$ cat src/bip_defines.vh
`ifndef BIP_DEFINES_VH
`define BIP_DEFINES_VH

// ----------------------------------------
// register addresses
// ----------------------------------------
`define BIP_ADDR_W 8
`define BIP_ADR_CFG0 8'h00
`define BIP_ADR_CFG11 8'h0b
`define BIP_ADR_CFG17 8'h11
`define BIP_ADR_LEVEL 8'h16
`define BIP_ADR_FALL 8'h1a
`define BIP_ADR_RISE 8'h1b
`define BIP_ADR_PRESS 8'h1c
`define BIP_ADR_IRQ_STAT 8'h20
`define BIP_ADR_IRQ_CLR 8'h21
`define BIP_ADR_IRQ_EN 8'h22
`define BIP_ADR_CTRL 8'h23

// ----------------------------------------
// field layout
// ----------------------------------------
`define BIP_CFG0_OUT_LO 10
`define BIP_CFG11_DIR_LO 16
`define BIP_CFG17_DIR_LO 2
`define BIP_CFG17_OUT_LO 6
`define BIP_LVL_LO 20
`define BIP_RISE2_BIT 6
`define BIP_CTRL_REFRESH 0

// ----------------------------------------
// direction codes and reset values
// ----------------------------------------
`define BIP_DIR_OUT 2'h0
`define BIP_DIR_PULLUP 2'h1
`define BIP_DIR_PULLDN 2'h2
`define BIP_DIR_PLAIN 2'h3
`define BIP_CFG0_RST 24'h000000
`define BIP_CFG11_RST 24'hff0000
`define BIP_CFG17_RST 24'h000034
`define BIP_NPIN 6
`define BIP_NBTN 21
`define BIP_NIRQ 3
`define BIP_BRIDGE_PIN 3

`endif

$ cat src/bip_button_io_port.v
// How it works
// (RULE1) two-bit field: out, pull-up, pull-down, plain
// (RULE2) port usable only when serial enable low
// (RULE3) serial enable high hands pins to serial; here pin 3 stays on the bridge switch while bridgeMode is set
// (RULE4) pin 3 drives analog switch in bridge mode
// (RULE5) outputs from cfg0 bits 10-13, cfg17 6-7
// (RULE6) pins 4,5 reset as inputs, pin 4 pull-up
// (RULE7) chip-select resets device when serial disabled
// (RULE8) word 22: levels 20-23, rising pins 2,3
// (RULE9) extended falling, rising, pressed in 26-28
// (RULE10) bits 0-5 singles, 6-20 pairs in order
// (RULE11) pins 3 and 4 high set bit 14
// (RULE12) 21 inputs only with no outputs
// (RULE13) pair needs neither single pressed before
// (RULE14) recognised pair hides its two singles
// (RULE15) one pair at a time, others ignored
// (RULE16) several held only when pressed sequentially
// (RULE17) extended words refresh on program-memory entry
// (RULE18) software reads 26-28, not 22, with diodes
// (RULE19) two-stage sync before edge detection
`include "bip_defines.vh"

// ----------------------------------------
// limitations
// ----------------------------------------
// three or more buttons pressed in one sample are not resolved; the
// decode keeps one pair and reports the rest as held singles from the next sample, so firmware should
// debounce before trusting a lone refresh
// the extended words lag the pins until the next refresh strobe

module bip_button_io_port (
  // clock and reset
  input wire clk,
  input wire arst_n,
  // register port
  input wire [7:0] regAddr,
  input wire [23:0] regWdata,
  input wire regWr,
  input wire regRd,
  output reg [23:0] regRdata,
  // mode and events
  input wire serialPortEnable,
  input wire bridgeMode,
  input wire bridgeSwitch,
  input wire progMemEntry,
  input wire chipSelectOrReset,
  output wire deviceReset,
  // pins
  input wire [5:0] portPinIn,
  output reg [5:0] portPinOut,
  output reg [5:0] portPinOe,
  output reg [5:0] pullUpEn,
  output reg [5:0] pullDownEn,
  // interrupt
  output wire irq
);

  // ----------------------------------------
  // pair decoding
  // ----------------------------------------
  // bit order 6..20: 01 12 23 35 45 02 13 24 34 03 14 25 04 15 05
  // pins 3 and 4 must land on bit 14, so that pair trades with 35
  // a pair owns one bit in all three extended words, so a pair and
  // its two singles are never both set in one pressed-word snapshot
  function [5:0] pairMask;
    input [4:0] idx;
    begin
      case (idx)
        5'd6: pairMask = 6'h03;
        5'd7: pairMask = 6'h06;
        5'd8: pairMask = 6'h0c;
        5'd9: pairMask = 6'h28;
        5'd10: pairMask = 6'h30;
        5'd11: pairMask = 6'h05;
        5'd12: pairMask = 6'h0a;
        5'd13: pairMask = 6'h14;
        5'd14: pairMask = 6'h18; // see (RULE11)
        5'd15: pairMask = 6'h09;
        5'd16: pairMask = 6'h12;
        5'd17: pairMask = 6'h24;
        5'd18: pairMask = 6'h11;
        5'd19: pairMask = 6'h22;
        5'd20: pairMask = 6'h21;
        default: pairMask = 6'h00;
      endcase
    end
  endfunction

  function [1:0] dirOf;
    input [23:0] c11;
    input [23:0] c17;
    input integer p;
    begin
      if (p < 4) begin
        dirOf = c11[`BIP_CFG11_DIR_LO + 2 * p +: 2];
      end else begin
        dirOf = c17[`BIP_CFG17_DIR_LO + 2 * (p - 4) +: 2];
      end
    end
  endfunction

  // write strobe aimed at one address; shared by refresh and irq clear
  function wrHit;
    input we;
    input [7:0] addr;
    input [7:0] target;
    begin
      wrHit = we && (addr == target);
    end
  endfunction

  // ----------------------------------------
  // configuration registers
  // ----------------------------------------
  reg [23:0] cfg0_reg;
  reg [23:0] cfg11_reg;
  reg [23:0] cfg17_reg;
  reg [2:0] irqStat_reg;
  reg [2:0] irqEn_reg;

  // pin sampling and level word
  reg [5:0] sync1_reg;
  reg [5:0] sync2_reg;
  reg [5:0] prev_reg;
  reg [1:0] rise23_reg;
  reg [20:0] fall_reg;
  reg [20:0] rise_reg;
  reg [20:0] press_reg;
  reg [5:0] heldPrev_reg;
  reg [20:0] pressLive_reg;
  reg [20:0] riseAcc_reg;
  reg [20:0] fallAcc_reg;

  // decode scratch, rebuilt every cycle
  reg [20:0] pressLive_next;
  reg [20:0] riseNew;
  reg [20:0] fallNew;
  reg [5:0] dirOut;
  reg [5:0] outVal;
  reg [5:0] held;
  reg pairFound;
  reg [4:0] pairIdx;
  reg [5:0] pm;
  integer i;

  wire portActive = ~serialPortEnable; // see (RULE2)
  wire anyOutput = |dirOut;
  wire refresh = progMemEntry |
    (wrHit(regWr, regAddr, `BIP_ADR_CTRL) && regWdata[`BIP_CTRL_REFRESH]);
  // pin 3 leaves the port in bridge mode, see (RULE4)
  wire [5:0] usable = {2'b11, ~bridgeMode, 3'b111};

  // only while serial is off, see (RULE7)
  assign deviceReset = portActive & chipSelectOrReset;

  always @(posedge clk or negedge arst_n) begin
    if (!arst_n) begin
      cfg0_reg <= `BIP_CFG0_RST;
      cfg11_reg <= `BIP_CFG11_RST;
      cfg17_reg <= `BIP_CFG17_RST; // see (RULE6)
      irqEn_reg <= 3'h0;
    end else if (regWr) begin
      case (regAddr)
        `BIP_ADR_CFG0: cfg0_reg <= regWdata;
        `BIP_ADR_CFG11: cfg11_reg <= regWdata;
        `BIP_ADR_CFG17: cfg17_reg <= regWdata;
        `BIP_ADR_IRQ_EN: irqEn_reg <= regWdata[2:0];
        default: ;
      endcase
    end
  end

  // ----------------------------------------
  // pin drivers
  // ----------------------------------------
  // output levels gathered from the two config words, see (RULE5)
  always @* begin
    outVal = {cfg17_reg[`BIP_CFG17_OUT_LO +: 2], cfg0_reg[`BIP_CFG0_OUT_LO +: 4]};
  end

  genvar g;
  generate
    for (g = 0; g < `BIP_NPIN; g = g + 1) begin : gPin
      wire [1:0] dirField;
      assign dirField = dirOf(cfg11_reg, cfg17_reg, g);

      // a pin lent to the bridge switch never counts as a port output
      always @* begin
        dirOut[g] = (dirField == `BIP_DIR_OUT) & usable[g];
      end

      // registered drivers; serial block owns the pins when enabled, except pin 3 in bridge mode, see (RULE3)
      // pulls stay off on outputs so a driven pin never fights its resistor
      always @(posedge clk or negedge arst_n) begin
        if (!arst_n) begin
          portPinOut[g] <= 1'b0;
          portPinOe[g] <= 1'b0;
          pullUpEn[g] <= 1'b0;
          pullDownEn[g] <= 1'b0;
        end else begin
          if (bridgeMode && g == `BIP_BRIDGE_PIN) begin
            // bridge switch wins over the port config, see (RULE4)
            portPinOe[g] <= 1'b1;
            portPinOut[g] <= bridgeSwitch;
          end else begin
            // see (RULE1)
            portPinOe[g] <= portActive & dirOut[g];
            portPinOut[g] <= outVal[g];
          end
          pullUpEn[g] <= portActive & usable[g] & (dirField == `BIP_DIR_PULLUP);
          pullDownEn[g] <= portActive & usable[g] & (dirField == `BIP_DIR_PULLDN);
        end
      end
    end
  endgenerate

  // ----------------------------------------
  // input sampling
  // ----------------------------------------
  // per-pin flops; only the second stage feeds the decode, see (RULE19)
  // prev resets low to match the idle level, so no false edge follows reset
  generate
    for (g = 0; g < `BIP_NPIN; g = g + 1) begin : gSync
      always @(posedge clk or negedge arst_n) begin
        if (!arst_n) begin
          sync1_reg[g] <= 1'b0;
          sync2_reg[g] <= 1'b0;
          prev_reg[g] <= 1'b0;
        end else begin
          sync1_reg[g] <= portPinIn[g];
          sync2_reg[g] <= sync1_reg[g];
          prev_reg[g] <= sync2_reg[g];
        end
      end
    end
  endgenerate

  // ----------------------------------------
  // button matrix decode
  // ----------------------------------------
  always @* begin
    held = sync2_reg & usable & {`BIP_NPIN{portActive}};
    pairFound = 1'b0;
    pairIdx = 5'd0;
    pm = 6'h00;
    pressLive_next = 21'h000000;
    // keep singles that were already held, see (RULE16)
    pressLive_next[5:0] = held & heldPrev_reg;
    // lowest-numbered matching new pair wins, see (RULE15)
    for (i = `BIP_NBTN - 1; i >= `BIP_NPIN; i = i - 1) begin
      pm = pairMask(i[4:0]);
      if ((held & pm) == pm && (heldPrev_reg & pm) == 6'h00) begin // see (RULE13)
        pairFound = 1'b1;
        pairIdx = i[4:0];
      end
    end
    // a standing pair persists while both held
    for (i = `BIP_NPIN; i < `BIP_NBTN; i = i + 1) begin
      pm = pairMask(i[4:0]);
      if (pressLive_reg[i] && (held & pm) == pm) begin
        pressLive_next[i] = 1'b1;
        pressLive_next[5:0] = pressLive_next[5:0] & ~pm;
      end
    end
    if (pairFound) begin
      pm = pairMask(pairIdx);
      pressLive_next[pairIdx] = 1'b1; // see (RULE11)
      pressLive_next[5:0] = pressLive_next[5:0] & ~pm; // see (RULE14)
    end else begin
      // new lone single only when at most one pin is new
      for (i = 0; i < `BIP_NPIN; i = i + 1) begin
        if (held[i] && !heldPrev_reg[i] && ((held & ~heldPrev_reg) == (6'h01 << i))) begin
          pressLive_next[i] = 1'b1;
        end
      end
    end
    // an output pin would short the diodes of every pair it belongs to,
    // so the pair bits are simply forced clear rather than decoded wrong
    // diode matrix needs all pins as inputs, see (RULE12)
    if (anyOutput) begin
      pressLive_next[20:6] = 15'h0000;
    end
    riseNew = pressLive_next & ~pressLive_reg;
    fallNew = pressLive_reg & ~pressLive_next;
  end

  // ----------------------------------------
  // status words
  // ----------------------------------------
  always @(posedge clk or negedge arst_n) begin
    if (!arst_n) begin
      heldPrev_reg <= 6'h00;
      pressLive_reg <= 21'h000000;
      riseAcc_reg <= 21'h000000;
      fallAcc_reg <= 21'h000000;
      fall_reg <= 21'h000000;
      rise_reg <= 21'h000000;
      press_reg <= 21'h000000;
      rise23_reg <= 2'h0;
    end else begin
      heldPrev_reg <= held;
      pressLive_reg <= pressLive_next;
      // rising flags of pins 2 and 3, see (RULE8)
      rise23_reg <= sync2_reg[3:2] & ~prev_reg[3:2];
      // edges pile up between refreshes so a short tap is not lost;
      // pressed state is a snapshot, not an accumulation
      if (refresh) begin
        // published words update only here, see (RULE17)
        fall_reg <= fallAcc_reg | fallNew; // see (RULE9)
        rise_reg <= riseAcc_reg | riseNew;
        press_reg <= pressLive_next;
        riseAcc_reg <= 21'h000000;
        fallAcc_reg <= 21'h000000;
      end else begin
        riseAcc_reg <= riseAcc_reg | riseNew;
        fallAcc_reg <= fallAcc_reg | fallNew;
      end
    end
  end

  // ----------------------------------------
  // interrupt: fall, rise, refresh events
  // ----------------------------------------
  wire [2:0] irqEvt = {refresh, |riseNew, |fallNew};
  wire irqClr = wrHit(regWr, regAddr, `BIP_ADR_IRQ_CLR);

  // set wins over a clear in the same cycle; each bit stands alone
  generate
    for (g = 0; g < `BIP_NIRQ; g = g + 1) begin : gIrq
      always @(posedge clk or negedge arst_n) begin
        if (!arst_n) begin
          irqStat_reg[g] <= 1'b0;
        end else if (irqEvt[g]) begin
          irqStat_reg[g] <= 1'b1;
        end else if (irqClr && regWdata[g]) begin
          irqStat_reg[g] <= 1'b0;
        end
      end
    end
  endgenerate

  assign irq = |(irqStat_reg & irqEn_reg);

  // ----------------------------------------
  // read port
  // ----------------------------------------
  // data stands one cycle and returns to zero, so a stale word can
  // never be mistaken for a fresh read
  always @(posedge clk or negedge arst_n) begin
    if (!arst_n) begin
      regRdata <= 24'h000000;
    end else if (regRd) begin
      case (regAddr)
        `BIP_ADR_CFG0: regRdata <= cfg0_reg;
        `BIP_ADR_CFG11: regRdata <= cfg11_reg;
        `BIP_ADR_CFG17: regRdata <= cfg17_reg;
        `BIP_ADR_LEVEL: regRdata <= {sync2_reg[3:0], 12'h000, rise23_reg, 6'h00}; // see (RULE8)
        `BIP_ADR_FALL: regRdata <= {3'h0, fall_reg}; // see (RULE10)
        `BIP_ADR_RISE: regRdata <= {3'h0, rise_reg};
        `BIP_ADR_PRESS: regRdata <= {3'h0, press_reg};
        `BIP_ADR_IRQ_STAT: regRdata <= {21'h000000, irqStat_reg};
        `BIP_ADR_IRQ_EN: regRdata <= {21'h000000, irqEn_reg};
        default: regRdata <= 24'h000000;
      endcase
    end else begin
      regRdata <= 24'h000000;
    end
  end

endmodule // bip_button_io_port

$ cat config.mk
export PLATFORM = sky130hd
export DESIGN_NAME = bip_button_io_port
export DESIGN_NICKNAME = d
export VERILOG_FILES = /design/src/bip_button_io_port.v
export VERILOG_INCLUDE_DIRS = /design/src
export SDC_FILE = /design/constraint.sdc
export NUM_CORES = 1
export LEC_CHECK = 0
export BUFFER_PORTS_ARGS = -buffer_cell sky130_fd_sc_hd__buf_4
export CAP_MARGIN = 30
export CORE_UTILIZATION = 28
export CTS_BUF_LIST = sky130_fd_sc_hd__clkbuf_16
export DETAILED_ROUTE_END_ITERATION = 10
export GPL_ROUTABILITY_DRIVEN = 0
export GPL_TIMING_DRIVEN = 0
export MAX_ROUTING_LAYER = met4
export SLEW_MARGIN = 40
export SYNTH_ARGS = -nofsm -noshare
export SYNTH_HDL_FRONTEND = slang
export SYNTH_SLANG_ARGS = --single-unit
$ cat constraint.sdc
create_clock -name clk -period 4.6 [get_ports clk]
set_input_delay 0.69 -clock clk [delete_from_list [all_inputs] [get_ports clk]]
set_output_delay 0.69 -clock clk [all_outputs]
set_load 0.005 [all_outputs]
==> flow_metrics.py, run 1 <==
metrics = {
    "clock_network": {
        "cts_made_buffers": 31,
        "hold_buffers": 0,
        "clkSlewWorstSetupHoldPaths_ns": 0.06,
        "cts_buffer_depth": 3,
        "cts.sinks": 274,
        "tritoncts": "done",
        "cts_root_buffer": "clkbuf_16",
        "htreeDepth": 1,
        "clkLatencyLatePin_ns": 0.59,
    },
    "die": {
        "die_y_um": 208,
        "io-pin-count": 97,
        "core_um2": 41300,
        "initial_core_util": 0.287,
        "rows": 74,
        "die_width_um": 208,
        "dieArea_um2": 43100,
    },
    "routing": {
        "vias": 9498,
        "drt_iter0_markers": 1308,
        "wire_per_inst_um": 21.6,
        "ant_nets": 0,
        "drc": 0,
        "avgViaCountPerCell": 5.44,
        "wirelength_um": 37700,
        "dr.pass1.iters": 7,
    },
    "place": {
        "dpl_worst_slack_ns": -0.279,
        "port_buffers": 93,
        "post-place-cells": 1686,
        "hpwl_um": 27800,
        "postPlaceCellArea_um2": 13300,
    },
    "finish": {
        "final_cells": 1745,
        "finish.utilization": 0.349,
        "drive_gt1_frac": 0.240,
        "finalNetCount": 1237,
        "n_fill_cell": 4119,
        "area_growth_syn_to_layout_pct": 21.8,
        "fin_area_um2": 14400,
    },
    "setup_path": {
        "critical_path_required_ns": 5.08,
        "setup.worst_path.end_class": "register",
        "critPathLaunchType": "register",
        "worstSetupPathType": "register to register",
        "cp_max_fo": 10,
        "reg2reg_depth": 14,
        "cp.arrival_ns": 4.95,
    },
    "power": {
        "total_power_mw": 5.56,
        "clock_power_share": 0.460,
        "p_switching_mw": 1.38,
        "power_frac_seq": 0.464,
        "p_comb_frac": 0.076,
        "intPower_mw": 4.19,
        "ir_drop_v": 0.000268,
        "power_density_nw_per_um2": 386,
        "switching_share": 0.247,
        "p_leak_nw": 6.42,
    },
    "grt": {
        "grt_pass1_vias": 9497,
        "grt.total_usage": 0.179,
        "grt_max_degree": 65,
        "overflow": 0,
        "antenna_found_initial": 0,
        "grt_pass1_wl_um": 58300,
    },
    "timing": {
        "setup_ws_ns": 0.132,
        "rsz0062_at_grt": "false",
        "holdWs_ns": 0.00596,
        "min_period_ns": 4.47,
        "setup_viol": 0,
        "fin_skew_ns": 0.0248,
        "final-hold-violation-count": 0,
        "drv_slew": 0,
        "fmax_ghz": 0.224,
        "setup-tns-final_ns": 0,
        "period_share": 0.971,
        "slew_headroom": 0.429,
        "worst_pin_slew_ns": 0.848,
    },
    "yosys": {
        "synth_edf_count": 0,
        "synth.distinct_cells": 82,
        "syn-cell-area_um2": 11800,
        "seq_area_frac_synth": 0.581,
        "synthCells": 1057,
        "postSynthAreaPerCell_um2": 11.2,
        "synth-seq-cells": 274,
        "syn_nets": 1107,
        "async_flop_share": 1.00,
        "ys_warn_count": 0,
        "ys.flop_type": "dfrtp_1",
    },
    "hold_path": {
        "hp-class": "primary input to async pin",
    },
    "run": {
        "cap_violations": 0,
    },
    "status": {
        "status": "complete, no violations",
    },
}
placed cells by master, fill, tap and decap left out, types with 6 or more instances in the layout:
master,netlist,routed
dfrtp_1,263,263
nor2_1,129,129
a21oi_1,97,97
buf_4,1,93
mux2_2,76,76
nand2_1,63,63
a222oi_1,46,46
clkbuf_1,45,43
inv_1,28,32
clkbuf_16,0,31
o21ai_0,26,26
nand3_1,20,20
buf_2,18,18
nor3_1,19,18
nor2b_1,16,16
nor3b_1,13,13
nand4_1,12,12
a31oi_1,12,12
dfstp_2,11,11
o21ai_1,9,9
o211ai_1,7,7
nor4_1,9,6
and3_1,6,6
clkinv_2,0,6
per-layer routing:
metal,GRT usage,vias up,wire (um)
li1,-,4145,-
met1,0.238,4847,16100
met2,0.280,435,17700
met3,0.0346,71,2950
met4,0.0443,0,894
met5,-,-,0
cells by family (layout without fill, tap and decap cells):
kind of cell               count (synthesis)  in the layout  share of synthesized area
and+or+nand+nor                          336            336                      0.145
DFF                                      274            274                      0.581
AOI/OAI and AO/OA                        263            263                      0.157
buffers and inverters                     99            254                     0.0371
muxes                                     79             79                     0.0748
adders and majority gates                  4              4                    0.00402
xor gates and xnor gates                   2              2                    0.00148
other                                      0              1                          0
worst paths after layout:
kind,endpoint,slack [ns],from
min in group clk,sync1_reg[3],0.21,portPinIn[3]
worst max register to register,rise_reg[1],0.13,sync2_reg[3]
worst min register to register,sync2_reg[4],0.35,sync1_reg[4]
worst min-delay path,sync1_reg[5],0.006,arst_n
worst max-delay path,rise_reg[1],0.13,sync2_reg[3]
max in group asynchronous,cfg11_reg[21],3.20,arst_n
Yosys cell counts, types with 4 or more instances:
cell	number	area, um^2
and2_1	5	31.3
nor3_1	19	95.1
nor3b_1	13	97.6
a222oi_1	46	460
clkbuf_1	45	169
o31ai_1	5	37.5
nor4_1	9	56.3
mux2_2	76	856
inv_1	28	105
nor2_1	129	484
a221oi_1	5	43.8
nor3b_2	4	50.1
nand2_1	63	236
nor4b_1	4	35.0
o22ai_1	5	31.3
dfstp_2	11	289
a21oi_1	97	485
or3b_1	5	43.8
nand3_1	20	100
nor2b_1	16	100
buf_2	18	90.1
buf_6	5	56.3
o21ai_0	26	130
and3_1	6	37.5
nand2b_1	5	31.3
o21ai_1	9	45.0
dfrtp_1	263	6580
a31oi_1	12	75.1
nand4_1	12	75.1
o211ai_1	7	52.6
a22oi_1	5	37.5
area by class of cell:
class / count / area [um^2] / area share
clock buffer: 31 / 776 / 0.0538
timing repair buffer: 97 / 816 / 0.0566
clock inverter: 27 / 283 / 0.0196
sequential: 274 / 6870 / 0.476
multi-input combinational: 684 / 4560 / 0.317
buffer: 71 / 337 / 0.0233
antenna: 1 / 2.50 / 0.000174
inverter: 28 / 105 / 0.00729
tap: 532 / 666 / 0.0462
worst max-delay path, stage by stage (launching register included):
cell       delay, ns
dfrtp_1         0.58
or4b_1          0.50
buf_2           0.21
o211ai_1        0.12
o311ai_1        0.18
nor3_2          0.41
inv_1           0.16
ha_1            0.38
inv_1           0.08
or4_1           0.54
a2111oi_2       0.47
nor4_2          0.14
nor2_4          0.19
o21bai_1        0.12
mux2_2          0.27
timing repair:
action	in CTS	in global routing
gates resized for setup	0	2
endpoints found under the setup margin	0	4
buffers inserted	0	0
power by group through the flow:
stage	Sequential (mW)	Combinational, mW	Clock (mW)
floorplan	2.60	0.218	0
global placement	2.62	0.393	0
detailed placement	2.62	0.415	0
CTS	2.58	0.417	2.61
global route	2.59	0.460	2.70
finish	2.58	0.421	2.56
Note: power is estimated with default switching activity, not from simulation.
==> run 2, diff against run 1 <==
==> constraint.sdc (replaced) <==
create_clock -name clk -period 5.03 [get_ports clk]
set_input_delay 0.7545 -clock clk [delete_from_list [all_inputs] [get_ports clk]]
set_output_delay 0.7545 -clock clk [all_outputs]
set_load 0.005 [all_outputs]
==> run 2 against run 1 <==
Cell count is essentially flat. Combinational power shrank 9.0%. Count of clock-buffer cells in the layout stayed put. First-iteration DRC count is 5.4% lower. Register-to-register slack better by 0.21 ns. Sequential power down 8.5%. Global-route usage unchanged. Routed wire length down 0.10%. Critical path type unchanged. Highest routed layer unchanged. Clock power fell by 8.6%. Non-clock buffer count stayed put. Utilization about the same.
==> flow_metrics.py, run 2 (synthesis gave the netlist of run 1 again) <==
metrics = {
    "clock_network": {
        "clkLatencyLatePin_ns": 0.59,
        "htreeDepth": 1,
        "postCtsSetupRepairBufs": 0,
        "hold_buffers": 0,
        "tritoncts": "done",
        "cts.sinks": 274,
        "cts_made_buffers": 31,
        "clkSlewWorstSetupHoldPaths_ns": 0.06,
        "cts_root_buffer": "clkbuf_16",
        "cts_resized": 0,
        "cts_buffer_depth": 3,
    },
    "hold_path": {
        "hp-class": "primary input to async pin",
    },
    "timing": {
        "rsz0062_at_grt": "false",
        "setup-tns-final_ns": 0,
        "fmax_ghz": 0.214,
        "drv_slew": 0,
        "final-hold-violation-count": 0,
        "setup_ws_ns": 0.347,
        "setup_viol": 0,
        "worst_pin_slew_ns": 0.860,
        "fin_skew_ns": 0.0272,
        "period_share": 0.931,
        "slew_headroom": 0.422,
        "min_period_ns": 4.68,
    },
    "grt": {
        "grt.total_usage": 0.179,
        "overflow": 0,
        "grt_pass1_vias": 9497,
        "grt_max_degree": 65,
        "grt_pass1_wl_um": 58300,
        "antenna_found_initial": 0,
    },
    "power": {
        "clock_power_share": 0.461,
        "p_leak_nw": 6.42,
        "ir_drop_v": 0.000247,
        "intPower_mw": 3.83,
        "power_density_nw_per_um2": 353,
        "power_frac_seq": 0.464,
        "p_switching_mw": 1.26,
        "switching_share": 0.248,
        "p_comb_frac": 0.075,
    },
    "status": {
        "status": "complete, no violations",
    },
    "die": {
        "die_width_um": 208,
        "core_um2": 41300,
        "dieArea_um2": 43100,
        "die_y_um": 208,
        "rows": 74,
        "io-pin-count": 97,
        "initial_core_util": 0.287,
    },
    "place": {
        "postPlaceCellArea_um2": 13300,
        "hpwl_um": 27800,
        "port_buffers": 93,
        "dpl_worst_slack_ns": 0.0869,
        "post-place-cells": 1686,
    },
    "finish": {
        "finish.utilization": 0.349,
        "area_growth_syn_to_layout_pct": 21.8,
        "fin_area_um2": 14400,
        "final_cell_mix": "dfrtp_1 (263), nor2_1 (129), a21oi_1 (97), buf_4 (93), mux2_2 (76)",
        "finalNetCount": 1237,
        "final_cells": 1744,
        "antenna_cells": 0,
        "drive_gt1_frac": 0.239,
        "layout_commonest_cell": "dfrtp_1",
    },
    "routing": {
        "top_layer": "met4",
        "met1_length_um": 16000,
        "drt_iter0_markers": 1238,
        "wire_per_inst_um": 21.6,
        "vias": 9480,
        "drc": 0,
        "dr.pass1.iters": 7,
        "wl_met3_um": 3150,
        "ant_nets": 0,
        "avgViaCountPerCell": 5.44,
        "wirelength_um": 37600,
        "met2_wirelength_um": 17600,
    },
    "setup_path": {
        "critPathLaunchType": "register",
        "cp.arrival_ns": 5.16,
        "setup.worst_path.end_class": "register",
        "cp_max_fo": 10,
        "worstSetupPathType": "register to register",
        "critical_path_required_ns": 5.51,
    },
    "run": {
        "cap_violations": 0,
    },
}
run 2: worst max-delay path, stage by stage, from the launching register on:
cell and delay (ns):
dfrtp_1 0.59, or4b_1 0.50, buf_2 0.21, o211ai_1 0.12
o311ai_1 0.18, nor3_2 0.40, inv_1 0.16, ha_1 0.36
inv_1 0.09, or4_1 0.50, a2111oi_0 0.71, nor4_2 0.16
nor2_4 0.21, o21bai_1 0.12, mux2_2 0.27
run 2: layout make-up:
type | count | area (um^2)
buffer | 71 | 337
clock buffer | 31 | 776
clock inverter | 27 | 283
fill | 4117 | 26900
inverter | 28 | 105
multi-input combinational | 684 | 4560
sequential | 274 | 6870
tap | 532 | 666
timing repair buffer | 97 | 816
run 2: final timing paths:
kind / to / cells after the start / start / slack, ns
max in group asynchronous: cfg11_reg[21] / 4 / arst_n / 3.57
worst max register to register: rise_reg[1] / 14 / sync2_reg[3] / 0.35
worst max-delay path: rise_reg[1] / 14 / sync2_reg[3] / 0.35
worst min register to register: sync2_reg[4] / 0 / sync1_reg[4] / 0.35
worst min-delay path: sync1_reg[5] / 1 / arst_n / 0.07
min in group clk: sync1_reg[3] / 1 / portPinIn[3] / 0.27
run 2: stage by stage:
stage               total power [mW]  hold WS (ns)
floorplan                       2.57         0.331
global placement                2.76         0.340
detailed placement              2.78         0.338
CTS                             5.13        0.0895
global route                    5.26         0.102
finish                          5.09        0.0724
run 2: metal layers:
| layer | vias to the layer above | GRT usage |
|---|---|---|
| met5 | - | - |
| met4 | 0 | 0.0443 |
| met3 | 66 | 0.0346 |
| met2 | 442 | 0.280 |
| met1 | 4824 | 0.238 |
| li1 | 4148 | - |
run 2: power groups by stage:
stage	Combinational, mW	Clock [mW]	Sequential, mW
2_1_floorplan	0.199	0	2.37
3_3_place_gp	0.360	0	2.40
3_5_place_dp	0.379	0	2.40
4_1_cts	0.381	2.39	2.36
5_1_grt	0.419	2.47	2.37
6_report	0.383	2.34	2.36
==> run 3, diff against run 2 <==
--- a/config.mk
+++ b/config.mk
@@ -14,6 +14,7 @@
 export GPL_ROUTABILITY_DRIVEN = 0
 export GPL_TIMING_DRIVEN = 0
 export MAX_ROUTING_LAYER = met4
+export RECOVER_POWER = 50
 export SLEW_MARGIN = 40
 export SYNTH_ARGS = -nofsm -noshare
 export SYNTH_HDL_FRONTEND = slang
==> run 3 against run 2 <==
Critical path depth did not move. Critical path type unchanged. Largest power group unchanged. First-iteration DRC count fell by 0.16%. Count of clock-buffer cells in the layout did not move. Combinational power fell by 2%. Cell count did not move. Via count rose by 0.66%. Sequential share of layout area rose by 0.24 points. The flow now finishes with violations (max-capacitance violations, max-slew violations). Critical endpoint unchanged.
==> flow_metrics.py, run 3 (synthesis gave the netlist of run 1 again) <==
metrics = {
    "status": {
        "status": "finished, violations left",
        "violations": "max-capacitance violations, max-slew violations",
    },
    "grt": {
        "grt_pass1_vias": 9497,
        "grt.total_usage": 0.179,
        "antenna_found_initial": 0,
        "overflow": 0,
        "grt_pass1_wl_um": 58300,
        "grt_max_degree": 65,
    },
    "setup_path": {
        "critical_path_required_ns": 5.51,
        "cp.arrival_ns": 5.20,
        "critPathMaxStageDelay_ns": 0.75,
        "crit_path_start": "sync2_reg[3]",
        "setup.worst_path.end_class": "register",
        "path_cells": "or4b_1 > buf_2 > o211ai_1 > o311ai_1 > nor3_2 > inv_1 > ha_1 > inv_1 > or4_1 > a2111oi_0 > nor4_2 > nor2_4 > o21bai_1 > mux2_2",
        "regToRegSetupSlack_ns": 0.31,
        "reg2reg_depth": 14,
        "endpoint": "rise_reg[1]",
        "critPathLaunchType": "register",
        "cp_max_fo": 10,
        "r2r_start": "sync2_reg[3]",
        "slowest_stage": "a2111oi_0",
        "worst_r2r_endpoint": "rise_reg[1]",
        "crit_path_frequent_cell": "inv_1",
        "worstSetupPathType": "register to register",
    },
    "clock_network": {
        "cts_root_buffer": "clkbuf_16",
        "hold_buffers": 0,
        "postCtsSetupRepairBufs": 0,
        "clkLatencyLatePin_ns": 0.59,
        "clkSlewWorstSetupHoldPaths_ns": 0.06,
        "cts_resized": 0,
        "tritoncts": "done",
        "cts_buffer_depth": 3,
        "cts.sinks": 274,
        "cts_made_buffers": 31,
        "htreeDepth": 1,
    },
    "timing": {
        "slew_headroom": -0.882,
        "setup_viol": 0,
        "final-hold-violation-count": 0,
        "rsz0062_at_grt": "false",
        "setup-tns-final_ns": 0,
        "worst_pin_slew_ns": 2.82,
        "fmax_ghz": 0.212,
        "fin_skew_ns": 0.0270,
        "drv_slew": 52,
        "min_period_ns": 4.72,
        "holdWs_ns": 0.294,
        "period_share": 0.939,
    },
    "run": {
        "cap_violations": 1,
    },
    "finish": {
        "drive_gt1_frac": 0.237,
        "area_growth_syn_to_layout_pct": 21.2,
        "layout_commonest_cell": "dfrtp_1",
        "finalNetCount": 1237,
        "antenna_cells": 0,
        "final_cell_mix": "dfrtp_1 (263), nor2_1 (129), a21oi_1 (97), buf_4 (87), mux2_2 (76)",
        "fin_area_um2": 14300,
    },
    "routing": {
        "wirelength_um": 37600,
        "drc": 0,
        "avgViaCountPerCell": 5.47,
        "wire_per_inst_um": 21.6,
        "drt_iter0_markers": 1236,
        "dr.pass1.iters": 9,
        "vias": 9543,
        "ant_nets": 0,
    },
    "power": {
        "p_leak_nw": 6.39,
        "power_density_nw_per_um2": 354,
        "ir_drop_v": 0.000247,
    },
    "die": {
        "core_um2": 41300,
        "rows": 74,
        "die_y_um": 208,
        "die_width_um": 208,
        "dieArea_um2": 43100,
        "io-pin-count": 97,
        "initial_core_util": 0.287,
    },
    "place": {
        "hpwl_um": 27800,
        "port_buffers": 93,
        "postPlaceCellArea_um2": 13300,
    },
    "hold_path": {
        "hp-class": "primary input to register",
    },
}
[run 3: metal layers]
metal  vias to the layer above  track usage  wire [um]
met5                         -            -          0
met4                         0       0.0443       1090
met3                        86       0.0346       3180
met2                       472        0.280      17500
met1                      4829        0.238      15800
li1                       4156            -          -
[run 3: final cells by class]
| class | count | area, um^2 |
|---|---|---|
| fill | 4125 | 27000 |
| sequential | 274 | 6870 |
| multi-input combinational | 684 | 4560 |
| clock buffer | 31 | 776 |
| timing repair buffer | 97 | 759 |
| tap | 532 | 666 |
| buffer | 71 | 322 |
| clock inverter | 27 | 283 |
| inverter | 28 | 105 |
[run 3: worst min path at each step]
stage / from / endpoint / cells past startpoint
after floorplan: sync1_reg[0] / sync2_reg[0] / 0
after global placement: sync1_reg[5] / sync2_reg[5] / 0
after detailed placement: sync1_reg[4] / sync2_reg[4] / 0
after CTS: arst_n / sync1_reg[3] / 1
after global routing: portPinIn[3] / sync1_reg[3] / 1
final: portPinIn[3] / sync1_reg[3] / 1
[run 3: power by group]
part	internal, mW	total (mW)	switching, mW
logic	0.137	0.375	0.238
clock network	1.39	2.35	0.958
registers	2.30	2.36	0.0640
[run 3: per-stage QoR]
stage	power, mW	cells	worst slack, ns	utilization
detailed placement	2.78	1686	0.0869	0.323
finish	5.08	1744	0.309	0.347
CTS	5.13	1744	0.492	0.349
global route	5.25	1744	0.149	0.347
global placement	2.76	1682	0.0894	0.320
floorplan	2.57	1057	0.970	-
[run 3: worst max-delay path, delay by kind of cell (launching register included)]
family | cells | cell delay, ns
AOI/OAI and AO/OA | 4 | 1.16
adders and majority gates | 1 | 0.36
buffers and inverters | 3 | 0.46
DFF | 1 | 0.59
muxes | 1 | 0.27
and+or+nand+nor | 5 | 1.76
